`src/design/sssp_pkg.sv`:
```
// Shared constants for the synchronous serial shift port
package sssp_pkg;
    localparam logic [7:0] ADDR_CONTROL = 8'h26;
    localparam logic [7:0] ADDR_STATUS  = 8'h27;
    localparam logic [7:0] ADDR_DATA    = 8'h28;

    localparam int CTRL_START = 7;
    localparam int CTRL_STOP  = 6;
    localparam int CTRL_MODE  = 4;
    localparam int CTRL_DIR   = 3;
    localparam int CTRL_SCK   = 0;

    localparam int STAT_BUSY  = 7;
    localparam int STAT_COUNT = 6;
    localparam int STAT_TXE   = 5;
    localparam int STAT_RXF   = 4;
    localparam int STAT_TX_UNDERRUN_ERROR = 3;
    localparam int STAT_RX_OVERRUN_ERROR = 2;

    localparam logic [7:0] CONTROL_RESET = 8'h00;
    localparam logic [7:0] BUFFER_RESET  = 8'h00;
    localparam logic [3:0] BITS_PER_BYTE = 4'h8;

    localparam logic [1:0] MODE_TX    = 2'h0;
    localparam logic [1:0] MODE_RX    = 2'h1;
    localparam logic [1:0] MODE_TXRX  = 2'h2;
    localparam logic [1:0] MODE_RSVD  = 2'h3;

    localparam logic [2:0] SCK_SLOWEST  = 3'h0;
    localparam logic [2:0] SCK_FASTEST  = 3'h6;
    localparam logic [2:0] SCK_EXTERNAL = 3'h7;

    // Half-period exponents in fc cycles: code 000 is fc/2^12, code n is fc/2^(9-n)
    localparam logic [3:0] HALF_EXP_SLOWEST = 4'hb;
    localparam logic [3:0] HALF_EXP_BASE    = 4'h8;
    // fs/2^4 has a half period of 2^3 fs ticks
    localparam logic [2:0] FS_HALF_LAST     = 3'h7;
endpackage : sssp_pkg

```
`src/design/sssp_clkdiv.sv`:
```
// Serial clock half-period tick generator
`timescale 1ns/1ps
module sssp_clkdiv #(
    parameter int CNT_W = 12
) (
    input  wire logic       ref_clk,
    input  wire logic       reset,
    input  wire logic       run,
    input  wire logic [2:0] sck_sel,
    input  wire logic       prescaler_select_bit,
    input  wire logic       low_freq_mode,
    input  wire logic       fs_tick,
    output logic            half_tick
);
    logic [CNT_W-1:0] count;
    logic [2:0]       fs_count;
    logic [3:0]       half_exp;
    logic [CNT_W-1:0] mask;
    logic             use_fs;
    logic             fc_valid;
    logic             next_tick;

    assign use_fs    = (sck_sel == sssp_pkg::SCK_SLOWEST) && (prescaler_select_bit || low_freq_mode);
    assign fc_valid  = !low_freq_mode && (sck_sel <= sssp_pkg::SCK_FASTEST);
    assign half_exp  = (sck_sel == sssp_pkg::SCK_SLOWEST) ? sssp_pkg::HALF_EXP_SLOWEST
                     : sssp_pkg::HALF_EXP_BASE - {1'b0, sck_sel};
    assign mask      = CNT_W'((1 << half_exp) - 1);
    assign next_tick = run && (use_fs ? (fs_tick && fs_count == sssp_pkg::FS_HALF_LAST)
                                      : (fc_valid && (count & mask) == mask));

    // Counters restart whenever the port goes quiet so the first edge is one half period away
    always_ff @(posedge ref_clk or posedge reset) begin
        if (reset) begin
            count     <= '0;
            fs_count  <= '0;
            half_tick <= 1'b0;
        end else begin
            count     <= run ? count + 1'b1 : '0;
            fs_count  <= !run ? '0 : (fs_tick ? fs_count + 1'b1 : fs_count);
            half_tick <= next_tick;
        end
    end
endmodule : sssp_clkdiv

```
`src/design/sssp_port.sv`:
```
// Eight-bit synchronous serial shift port with control and status registers
//
// How it works
// - Control bit 7 starts or stops transfers.
// - Control bit 6 forces stop, self-clears.
// - Forced stop clears start, status, both buffers.
// - Mode: transmit, receive, both; 11 reserved.
// - Direction bit picks MSB-first or LSB-first.
// - Clock select: fc divisions, fs, or external.
// - Busy bit shows a transfer in progress.
// - Count flag one during clocks one to eight.
// - Transmit-empty flag shows buffer has no data.
// - Receive-full flag shows buffer holds a byte.
// - External clock transmit underrun sets error.
// - External clock receive overrun sets error.
// - Errors survive start-bit stop; cleared by zero write.
// - Transmit buffer write ignored while not empty.
// - Internal clock idles high outside transfers.
// - Internal clock waits for buffer service.
// - Drive on falling edge, sample on rising.
//
// The address-and-strobe port was left to the implementer.
`timescale 1ns/1ps
module sssp_port (
    input  wire logic       ref_clk,
    input  wire logic       reset,
    input  wire logic [7:0] addr,
    input  wire logic [7:0] wr_data,
    input  wire logic       wr_en,
    input  wire logic       rd_en,
    output logic      [7:0] rd_data,
    input  wire logic       prescaler_select_bit,
    input  wire logic       low_freq_mode,
    input  wire logic       fs_tick,
    input  wire logic       sck_in,
    output logic            sck_out,
    output logic            sck_oe,
    input  wire logic       si_in,
    output logic            so_out
);
    typedef enum logic [1:0] {
        SSSP_IDLE  = 2'b01,
        SSSP_SHIFT = 2'b10
    } sssp_state_type;

    sssp_state_type state;
    logic           start;
    logic           stop_pend;
    logic [1:0]     mode;
    logic           lsb_first;
    logic [2:0]     sck_sel;
    logic           tx_empty;
    logic           rx_full;
    logic           tx_err;
    logic           rx_err;
    logic [7:0]     txbuf;
    logic [7:0]     rxbuf;
    logic [7:0]     shreg;
    logic [3:0]     clk_cnt;
    logic           sck_lvl;
    logic           ext_prev;
    logic [1:0]     pin_level;
    logic           half_tick;

    // Register decode
    wire wr_ctrl = wr_en && addr == sssp_pkg::ADDR_CONTROL;
    wire wr_stat = wr_en && addr == sssp_pkg::ADDR_STATUS;
    wire wr_tx   = wr_en && addr == sssp_pkg::ADDR_DATA;
    wire rd_rx   = rd_en && addr == sssp_pkg::ADDR_DATA;

    wire ext_clk  = sck_sel == sssp_pkg::SCK_EXTERNAL;
    wire ext_lvl  = pin_level[1];
    wire si_lvl   = pin_level[0];
    wire ext_fall = ext_prev && !ext_lvl;
    wire ext_rise = !ext_prev && ext_lvl;
    wire shifting = state == SSSP_SHIFT;
    wire busy     = start || shifting;
    wire mode_ok  = mode != sssp_pkg::MODE_RSVD;
    wire need_tx  = mode == sssp_pkg::MODE_TX || mode == sssp_pkg::MODE_TXRX;
    wire need_rx  = mode == sssp_pkg::MODE_RX || mode == sssp_pkg::MODE_TXRX;
    wire last_bit = clk_cnt == sssp_pkg::BITS_PER_BYTE;

    // Internal clock holds high until the buffers that the mode uses are ready for the next byte
    wire can_go   = mode_ok && !(need_tx && tx_empty) && !(need_rx && rx_full);
    wire int_fall = half_tick && sck_lvl && (shifting ? !last_bit : start && can_go);
    wire int_rise = half_tick && !sck_lvl;
    wire ext_go   = ext_fall && (shifting ? !last_bit : start && mode_ok);
    wire do_fall  = !stop_pend && (ext_clk ? ext_go : int_fall);
    wire do_rise  = !stop_pend && shifting && (ext_clk ? ext_rise : int_rise);
    wire begin_b  = do_fall && !shifting;
    wire complete = do_rise && last_bit;

    wire underrun = ext_clk && begin_b && need_tx && tx_empty;
    wire overrun  = ext_clk && complete && need_rx && rx_full;

    wire [7:0] load_val = (need_tx && !tx_empty) ? txbuf : shreg;
    wire [7:0] src      = begin_b ? load_val : shreg;
    wire       out_bit  = lsb_first ? src[0] : src[7];
    wire [7:0] next_sh  = lsb_first ? {si_lvl, shreg[7:1]} : {shreg[6:0], si_lvl};

    wire [7:0] ctrl_rd = {start, stop_pend, mode, lsb_first, sck_sel};
    wire [7:0] stat_rd = {busy, clk_cnt != 4'h0, tx_empty, rx_full, tx_err, rx_err, 2'h0};
    wire [7:0] next_rd = !rd_en ? 8'h00
                       : addr == sssp_pkg::ADDR_CONTROL ? ctrl_rd
                       : addr == sssp_pkg::ADDR_STATUS  ? stat_rd
                       : addr == sssp_pkg::ADDR_DATA    ? rxbuf : 8'h00;

    sssp_sync3 #(.WIDTH(2)) u_sync (
        .ref_clk (ref_clk),
        .reset   (reset),
        .pin     ({sck_in, si_in}),
        .level   (pin_level)
    );

    sssp_clkdiv #(.CNT_W(12)) u_div (
        .ref_clk              (ref_clk),
        .reset                (reset),
        .run                  (busy && !ext_clk && !stop_pend),
        .sck_sel              (sck_sel),
        .prescaler_select_bit (prescaler_select_bit),
        .low_freq_mode        (low_freq_mode),
        .fs_tick              (fs_tick),
        .half_tick            (half_tick)
    );

    // Control register; a forced stop reads back one for a single cycle
    always_ff @(posedge ref_clk or posedge reset) begin
        if (reset) begin
            {start, stop_pend, mode, lsb_first, sck_sel} <= sssp_pkg::CONTROL_RESET;
        end else if (stop_pend) begin
            stop_pend <= 1'b0;
            start     <= 1'b0;
        end else if (wr_ctrl) begin
            stop_pend <= wr_data[sssp_pkg::CTRL_STOP];
            start     <= wr_data[sssp_pkg::CTRL_START];
            mode      <= wr_data[sssp_pkg::CTRL_MODE +: 2];
            lsb_first <= wr_data[sssp_pkg::CTRL_DIR];
            sck_sel   <= wr_data[sssp_pkg::CTRL_SCK +: 3];
        end
    end

    // Buffers and flags; an error set wins over a software clear in the same cycle
    always_ff @(posedge ref_clk or posedge reset) begin
        if (reset) begin
            txbuf    <= sssp_pkg::BUFFER_RESET;
            rxbuf    <= sssp_pkg::BUFFER_RESET;
            tx_empty <= 1'b1;
            rx_full  <= 1'b0;
            tx_err   <= 1'b0;
            rx_err   <= 1'b0;
        end else if (stop_pend) begin
            txbuf    <= sssp_pkg::BUFFER_RESET;
            rxbuf    <= sssp_pkg::BUFFER_RESET;
            tx_empty <= 1'b1;
            rx_full  <= 1'b0;
            tx_err   <= 1'b0;
            rx_err   <= 1'b0;
        end else begin
            if (wr_tx && tx_empty) begin
                txbuf    <= wr_data;
                tx_empty <= 1'b0;
            end else if (begin_b && need_tx) begin
                tx_empty <= 1'b1;
            end
            if (complete && need_rx && !rx_full) begin
                rxbuf   <= next_sh;
                rx_full <= 1'b1;
            end else if (rd_rx) begin
                rx_full <= 1'b0;
            end
            // Stopping through the start bit leaves the errors alone
            tx_err <= underrun || (tx_err && !(wr_stat && !wr_data[sssp_pkg::STAT_TX_UNDERRUN_ERROR]));
            rx_err <= overrun || (rx_err && !(wr_stat && !wr_data[sssp_pkg::STAT_RX_OVERRUN_ERROR]));
        end
    end

    // Shift engine
    always_ff @(posedge ref_clk or posedge reset) begin
        if (reset) begin
            state   <= SSSP_IDLE;
            shreg   <= sssp_pkg::BUFFER_RESET;
            clk_cnt <= 4'h0;
            sck_lvl <= 1'b1;
            so_out  <= 1'b1;
        end else if (stop_pend) begin
            state   <= SSSP_IDLE;
            shreg   <= sssp_pkg::BUFFER_RESET;
            clk_cnt <= 4'h0;
            sck_lvl <= 1'b1;
            so_out  <= 1'b1;
        end else if (do_fall) begin
            state   <= SSSP_SHIFT;
            shreg   <= src;
            clk_cnt <= clk_cnt + 4'h1;
            sck_lvl <= 1'b0;
            so_out  <= need_tx ? out_bit : 1'b1;
        end else if (do_rise) begin
            shreg   <= next_sh;
            sck_lvl <= 1'b1;
            if (last_bit) begin
                state   <= SSSP_IDLE;
                clk_cnt <= 4'h0;
            end
        end
    end

    always_ff @(posedge ref_clk or posedge reset) begin
        if (reset) begin
            ext_prev <= 1'b1;
            sck_out  <= 1'b1;
            sck_oe   <= 1'b0;
            rd_data  <= 8'h00;
        end else begin
            ext_prev <= ext_lvl;
            sck_out  <= ext_clk ? 1'b1 : (stop_pend ? 1'b1 : sck_lvl);
            sck_oe   <= !ext_clk;
            rd_data  <= next_rd;
        end
    end
endmodule : sssp_port

```
`src/design/sssp_sync3.sv`:
```
// Three-stage pin synchroniser with agreement filter
`timescale 1ns/1ps
module sssp_sync3 #(
    parameter int WIDTH = 2
) (
    input  wire logic             ref_clk,
    input  wire logic             reset,
    input  wire logic [WIDTH-1:0] pin,
    output logic      [WIDTH-1:0] level
);
    logic [WIDTH-1:0] stage1;
    logic [WIDTH-1:0] stage2;
    logic [WIDTH-1:0] stage3;

    // Reset to high: idle level of the clock and data lines
    always_ff @(posedge ref_clk or posedge reset) begin
        if (reset) begin
            stage1 <= '1;
            stage2 <= '1;
            stage3 <= '1;
            level  <= '1;
        end else begin
            stage1 <= pin;
            stage2 <= stage1;
            stage3 <= stage2;
            for (int i = 0; i < WIDTH; i++) begin
                if (stage2[i] == stage3[i]) begin
                    level[i] <= stage3[i];
                end
            end
        end
    end
endmodule : sssp_sync3

```
`config.mk`:
```
export PLATFORM = sky130hd
export DESIGN_NAME = sssp_port
export DESIGN_NICKNAME = d
export VERILOG_FILES = /design/src/design/sssp_pkg.sv /design/src/design/sssp_clkdiv.sv /design/src/design/sssp_port.sv /design/src/design/sssp_sync3.sv
export SDC_FILE = /design/constraint.sdc
export NUM_CORES = 1
export LEC_CHECK = 0
export ABC_CLOCK_PERIOD_IN_PS = 4200
export BUFFER_PORTS_ARGS = -buffer_cell sky130_fd_sc_hd__buf_4
export CAP_MARGIN = 20
export CORE_AREA = 4 4 86 128
export DETAILED_ROUTE_END_ITERATION = 10
export DIE_AREA = 0 0 90 132
export MAX_ROUTING_LAYER = met4
export PLACE_DENSITY = 0.73
export SLEW_MARGIN = 20
export SYNTH_ARGS = -nofsm -noshare
export SYNTH_HDL_FRONTEND = slang
export SYNTH_HIERARCHICAL = 1
export SYNTH_SLANG_ARGS = --single-unit
export TNS_END_PERCENT = 100
```
`constraint.sdc`:
```
create_clock -name ref_clk -period 4.2 [get_ports ref_clk]
set_clock_uncertainty 0.05 [all_clocks]
set_input_delay 0.21 -clock ref_clk [delete_from_list [all_inputs] [get_ports ref_clk]]
set_output_delay 0.21 -clock ref_clk [all_outputs]
set_load 0.1 [all_outputs]
```
After elaboration in Yosys (flattened, before gate mapping)
Cells that the tools add are included.
{"block": "totals", "reg_bits": 79, "in_bits": 25, "out_inout_bits": 11, "word_cells": 185}
{"block": "classes", "add_sub_neg": 5, "order_cmp": 1, "eq_ne": 16, "n_shift": 1, "muxes": 52, "bitwise_logic": 2, "n_reduce_logical": 79}
{"cell": "$mux 8", "count": 14}
{"cell": "$logic_and 1x1->1", "count": 43}
{"cell": "$mux 1", "count": 26}
{"cell": "$eq 8x6->1 const B", "count": 3}
{"cell": "$mux 4", "count": 5}
{"cell": "$logic_not 1->1", "count": 16}
{"cell": "$add 12x1->12 const B", "count": 1}
{"cell": "$and 12x12->12", "count": 1}
{"cell": "$eq 12x12->1", "count": 1}
{"cell": "$mux 12", "count": 1}
{"cell": "$reduce_bool 3->1", "count": 4}
{"cell": "$shl 1x4->12 const A", "count": 1}
{"cell": "$sub 12x2->12 const B", "count": 1}
{"cell": "$mux 2", "count": 4}
{"cell": "$reduce_bool 2->1", "count": 4}
{"cell": "$eq 3x3->1 const B", "count": 2}
{"cell": "$logic_or 1x1->1", "count": 6}
{"cell": "$mux 3", "count": 2}
{"cell": "$ne 3x2->1 const B", "count": 2}
{"cell": "$add 4x1->4 const B", "count": 1}
{"cell": "$eq 2x2->1 const B", "count": 2}
{"cell": "$eq 4x4->1 const B", "count": 1}
{"cell": "$ne 2x2->1 const B", "count": 2}
{"cell": "$reduce_and 2->1", "count": 2}
{"cell": "other kinds (10)", "count": 11}

Logic depth before layout (Yosys ltp)
{"block": "depth", "ltp_word": 17, "ltp_mapped": 13}

By module
The synthesis kept the hierarchy.
{"module": "sssp_port", "n_inst": 1, "cells_each": 267, "area_per_inst_um2": 2822.7, "seq_area_each_um2": 1383.8}
{"module": "sssp_clkdiv", "n_inst": 1, "cells_each": 137, "area_per_inst_um2": 1297.5, "seq_area_each_um2": 400.4}
{"module": "sssp_sync3", "n_inst": 1, "cells_each": 11, "area_per_inst_um2": 236.5, "seq_area_each_um2": 210.2}

Worst setup path after synthesis
No wires, ideal clock.
{"block": "synth_path", "kind": "register -> register", "startpoint": "reg sck_sel[1]", "endpoint": "reg u_div.half_tick", "setup_time_ns": 0.095, "arrival_time_ns": 3.303, "required_time_ns": 4.055, "slack_ns": 0.751, "path_stages_with_launch": 13, "cell_sequence": "dfrtp_1 -> inv_1 -> ha_1 -> ha_1 -> buf_6 -> clkbuf_1 -> or4_1 -> ha_1 -> o22ai_1 -> or4b_1 -> a2111oi_2 -> o2111ai_1 -> o31ai_1"}
{"block": "synth_via", "elab_chain_cells": 9}
{"item": "start: declaration", "line_no": "sssp_port.sv:51", "source": "logic [2:0] sck_sel;"}
{"item": "start signal: assignment", "line_no": "sssp_port.sv:129", "source": "{start, stop_pend, mode, lsb_first, sck_sel} <= sssp_pkg::CONTROL_RESET;"}
{"item": "start signal: assignment", "line_no": "sssp_port.sv:138", "source": "sck_sel <= wr_data[sssp_pkg::CTRL_SCK +: 3];"}
{"item": "$sub 4x3->4 or $logic_not 3->1 (tied branches)", "line_no": "sssp_clkdiv.sv:26, sssp_clkdiv.sv:23, sssp_clkdiv.sv:25"}
{"item": "$mux 4", "line_no": "sssp_clkdiv.sv:25", "source": "assign half_exp = (sck_sel == sssp_pkg::SCK_SLOWEST) ? sssp_pkg::HALF_EXP_SLOWEST"}
{"item": "$shl 1x4->12", "line_no": "sssp_clkdiv.sv:27", "source": "assign mask = CNT_W'((1 << half_exp) - 1);"}
{"item": "$sub 12x2->12", "line_no": "sssp_clkdiv.sv:27"}
{"item": "$and 12x12->12", "line_no": "sssp_clkdiv.sv:29", "source": ": (fc_valid && (count & mask) == mask));"}
{"item": "$eq 12x12->1", "line_no": "sssp_clkdiv.sv:29"}
{"item": "$logic_and 1x1->1", "line_no": "sssp_clkdiv.sv:29"}
{"item": "$mux 1", "line_no": "sssp_clkdiv.sv:28", "source": "assign next_tick = run && (use_fs ? (fs_tick && fs_count == sssp_pkg::FS_HALF_LAST)"}
{"item": "$logic_and 1x1->1 *", "line_no": "sssp_clkdiv.sv:28"}
{"item": "named net u_div.next_tick", "line_no": "sssp_clkdiv.sv:21", "source": "logic next_tick;"}
{"item": "end signal: assignment", "line_no": "sssp_clkdiv.sv:40", "source": "half_tick <= next_tick;"}
{"item": "end: declaration", "line_no": "sssp_clkdiv.sv:13", "source": "output logic half_tick"}
Mark *: on every way through the listed nets, which the timed path passes. The rest lies on a longest branch.
A chain may end at the register's enable or synchronous reset.

Final worst setup path
{"block": "layout_path", "startpoint": "reg sck_sel[0]", "endpoint": "reg u_div.half_tick"}
The elaborated chain is that of the path after synthesis.

==> tab_implementation.tex <==
\begin{tabular}{lr}
\hline
Metric & Value \\
\hline
\multicolumn{2}{l}{\textbf{STA}} \\
Post-route clock period utilization & 87.4\% \\
Endpoints failing hold & 0 \\
Measured slew at the worst slew-check pin & 790 ps \\
Time the worst path needs with I/O delays and setup & 3670 ps \\
Max-slew headroom at the worst pin & between 40\% and 50\% \\
Setup repair after global routing missed its margin & false \\
Setup violation total in the final timing report & 0 \\
Max Fclk & between 200 and 300 MHz \\
Number of max-slew violations in the final report & 0 \\
Total Neg Setup Slack & 0 ps \\
\multicolumn{2}{l}{\textbf{Worst setup path}} \\
Crit path max fanout & 17 \\
Worst Reg2Reg Path Length in Cells & 10 \\
Largest stage delay, worst path & about 600 ps \\
Number of cells on the critical path & 10 \\
Reg-to-reg startpoint & sck\_sel[0] \\
Arrival time of data at the critical path endpoint & 3870 ps \\
Crit Path Class & register to register \\
Launch point of the critical path & sck\_sel[0] \\
Crit-path most repeated cell & ha\_1 \\
End of the worst register-to-register path & u\_div/half\_tick \\
Minimum setup slack among reg-to-reg paths & 530 ps \\
Launching element type of the critical path & register \\
Crit path required time & between 4000 and 5000 ps \\
Crit path max-delay cell type & or4\_1 \\
Crit-path cells & inv\_1, ha\_1, ha\_1, or4\_1, ha\_1, o22ai\_1, or4b\_1, a2111oi\_2, o2111ai\_1, o31ai\_1 \\
End point of the critical path & u\_div/half\_tick \\
Number of buffer and inverter instances along the worst setup path & 1 \\
Gate family responsible for the most delay along the worst path & simple AND/OR/NAND/NOR gates \\
Capturing element type of the critical path & register \\
\multicolumn{2}{l}{\textbf{Power}} \\
Leakage power & approximately 2.2 nW \\
Pwr per Cell Area & about 360 mW/mm\^{}2 \\
Switching share of power & between 20\% and 30\% \\
Power Total & 0.00180 W \\
Internal power & 0.00137 W \\
Comb pwr share & under 10\% \\
Clock share of power & 46.8\% \\
Maximum vdd drop & 0.000261 V \\
Switching power total & between 0.0004 and 0.0005 W \\
Register share of total power & 44.8\% \\
\multicolumn{2}{l}{\textbf{Clock tree}} \\
TritonCTS Sinks & 79 \\
TritonCTS clock tree & built \\
Clock insertion delay at the later pin of the skew report & $\sim$340 ps \\
Maximum level of the CTS H-tree & 3 \\
Cts repair resizes & 0 \\
Number of buffers created by CTS & 9 \\
Maximum buffer depth of the clock tree & 2 \\
Buffer cell driving the clock tree root & clkbuf\_16 \\
Clock transition at the registers of the reported paths & approximately 60 ps \\
\multicolumn{2}{l}{\textbf{Synth}} \\
Post-synth EDFFs & 0 \\
Fraction of registers with async set/reset & 100\% \\
Register area share after synthesis & 45.8\% \\
Most used DFF post-synth & dfrtp\_1 \\
Number of flip-flops and latches in the synthesized netlist & 79 \\
Synthesized net count & 459 \\
Synthesis warning total & 6 \\
Top cell type's share of synthesized area & a little under two fifths \\
Top cells by area, synth & dfrtp\_1, dfstp\_2, ha\_1 \\
Count of distinct cell types in the synthesized netlist & 71 \\
Post-Synthesis Cell Area & $\sim$0.0044 mm\^{}2 \\
Post-synthesis area per instance & 10.5 um\^{}2 \\
Leading area contributor after synthesis & dfrtp\_1 \\
Synthesized netlist cell count & $\sim$420 \\
\multicolumn{2}{l}{\textbf{Layout}} \\
Final instance area & 0.00504 mm\^{}2 \\
Layout overhead on the synthesized area & 15.6\% \\
Proportion of layout cells with a drive suffix above 1 & between 20 and 25\% \\
Final net count & between 400 and 500 \\
Antenna diodes & 0 \\
Final standard cell utilization of the core & a little over 50\% \\
\multicolumn{2}{l}{\textbf{Job}} \\
Max-Cap Viols & 0 \\
\multicolumn{2}{l}{\textbf{Detailed routing}} \\
Number of DRC markers after the initial detailed-route iteration & 257 \\
Post-route DRC & 0 \\
Number of nets still failing antenna checks after routing & 0 \\
Routed wire length per instance & 18.4 um \\
Via count & 3,393 \\
Via-to-Cell Ratio & 5.95 \\
Routed Wire Length & $\sim$10 mm \\
Number of optimization iterations in the first detailed-route pass & 5 \\
\multicolumn{2}{l}{\textbf{Outcome}} \\
Outcome & finished clean \\
\multicolumn{2}{l}{\textbf{Floorplanning}} \\
Core ar. & $\sim$0.01 mm\^{}2 \\
Placement row count & 45 \\
Overall die width & around 90 um \\
Vertical die dimension & between 100 and 150 um \\
Initial Util & 43.7\% \\
Die outline area & between 0.01 and 0.015 mm\^{}2 \\
Io pins & 36 \\
\multicolumn{2}{l}{\textbf{Placed design}} \\
Cell Area, Placed & about 0.0047 mm\^{}2 \\
Routability congestion estimate & 0.910 \\
Sum of net half-perimeters after detailed placement & $\sim$7.7 mm \\
Buffers on Ports & 35 \\
\multicolumn{2}{l}{\textbf{Worst hold path}} \\
Cells on Worst Hold Path & 2 \\
Min-Delay Path Class & input pin to register \\
\multicolumn{2}{l}{\textbf{Global routing}} \\
Via count of the first global-routing pass & 3,459 \\
Global routing usage summed across all routing layers & 18.5\% \\
Maximum number of pins on one net before global-route repair & between 50 and 60 \\
Total overflow reported by the global router & 0 \\
Initial antenna violation count & 0 \\
Wire length of the first global-routing pass & 17.2 mm \\
\hline
\end{tabular}
layout make-up:
type,instances,area [um^2]
Fill cell,874,4930
Multi-Input combinational cell,295,2160
Sequential cell,79,1990
Timing Repair Buffer,44,338
Clock buffer,9,225
Tap cell,117,146
Clock inverter,7,97.6
Inverter,19,71.3
cells by family after synthesis:
kind of cell,after synthesis,synth area share [%]
buffers and inverters,41,4.57
muxes,35,8.39
DFF,79,45.8
xor gates and xnor gates,11,2.21
AOI/OAI and AO/OA,84,14.3
and+or+nand+nor,144,18.8
adders and majority gates,21,5.97
cells in the final DEF, fill, tap and decap left out, drive strengths merged, types with 14 or more instances in the layout:
master	instances
nor2	24
inv	19
dfrtp	65
dfstp	14
a21oi	14
mux2i	23
nand2	25
ha	19
nor2b	21
buf	41
cell usage after synthesis, types with 5 or more instances:
master / number
xor2_1: 5
mux2i_1: 23
nand3_1: 11
mux2_2: 12
inv_1: 18
nor2_1: 23
a21oi_1: 14
xnor2_1: 6
and2_1: 10
nand4_1: 8
nand2_1: 25
nand2b_1: 5
nor3_1: 12
dfrtp_1: 65
clkbuf_1: 13
a211oi_1: 5
ha_1: 19
dfstp_2: 14
a311oi_1: 5
or3_1: 5
a222oi_1: 5
o21ai_0: 12
nor2b_1: 21
layer usage:
metal | global-route usage [%] | part of all wire (%) | vias to the layer above
li1 | - | - | 1577
met1 | 19.0 | 37 | 1686
met2 | 32.1 | 54 | 100
met3 | 4.17 | 4.4 | 30
met4 | 10.9 | 4.2 | 0
met5 | - | 0 | -
power by group through the flow:
| stage | sequential (W) | clock, W | combinational, W |
|---|---|---|---|
| 2_1_floorplan | 0.000817 | 0 | 0.0000966 |
| 3_3_place_gp | 0.000817 | 0 | 0.000145 |
| 3_5_place_dp | 0.000818 | 0 | 0.000147 |
| 4_1_cts | 0.000805 | 0.000855 | 0.000150 |
| 5_1_grt | 0.000808 | 0.000890 | 0.000166 |
| 6_report | 0.000806 | 0.000842 | 0.000150 |
state kept, by name, summed over array words and instances (netlist names), 2 cells and up:
name            cells
clk_cnt             4
mode                2
rd_data             8
rxbuf               8
sck_sel             3
shreg               8
state               2
txbuf               8
u_div/count        12
u_div/fs_count      3
u_sync/level        2
u_sync/stage1       2
u_sync/stage2       2
u_sync/stage3       2
worst min path at each step:
stage	endpoint	slack (ps)	start
final	stop_pend	40	wr_data[6]
after detailed placement	u_sync/stage1[1]	270	sck_in
after global placement	u_sync/stage1[0]	270	si_in
after global routing	stop_pend	40	wr_data[6]
after floorplan	u_div/count[0]	70	reset
after CTS	stop_pend	30	wr_data[6]
what timing repair did:
action / in CTS / in global routing
hold buffers: 3 / 0
setup buffers: 0 / 0
hold endpoints to repair: 18 / 0
through the flow:
| stage | hold slack [ps] | worst slack, ps | instances |
|---|---|---|---|
| floorplan | 73.7 | 751 | 415 |
| global placement | 269 | 649 | 551 |
| detailed placement | 269 | 575 | 551 |
| CTS | 32.9 | 538 | 570 |
| global route | 40.0 | 308 | 570 |
| finish | 38.1 | 529 | 570 |
Note: power is estimated with default switching activity, not from simulation.
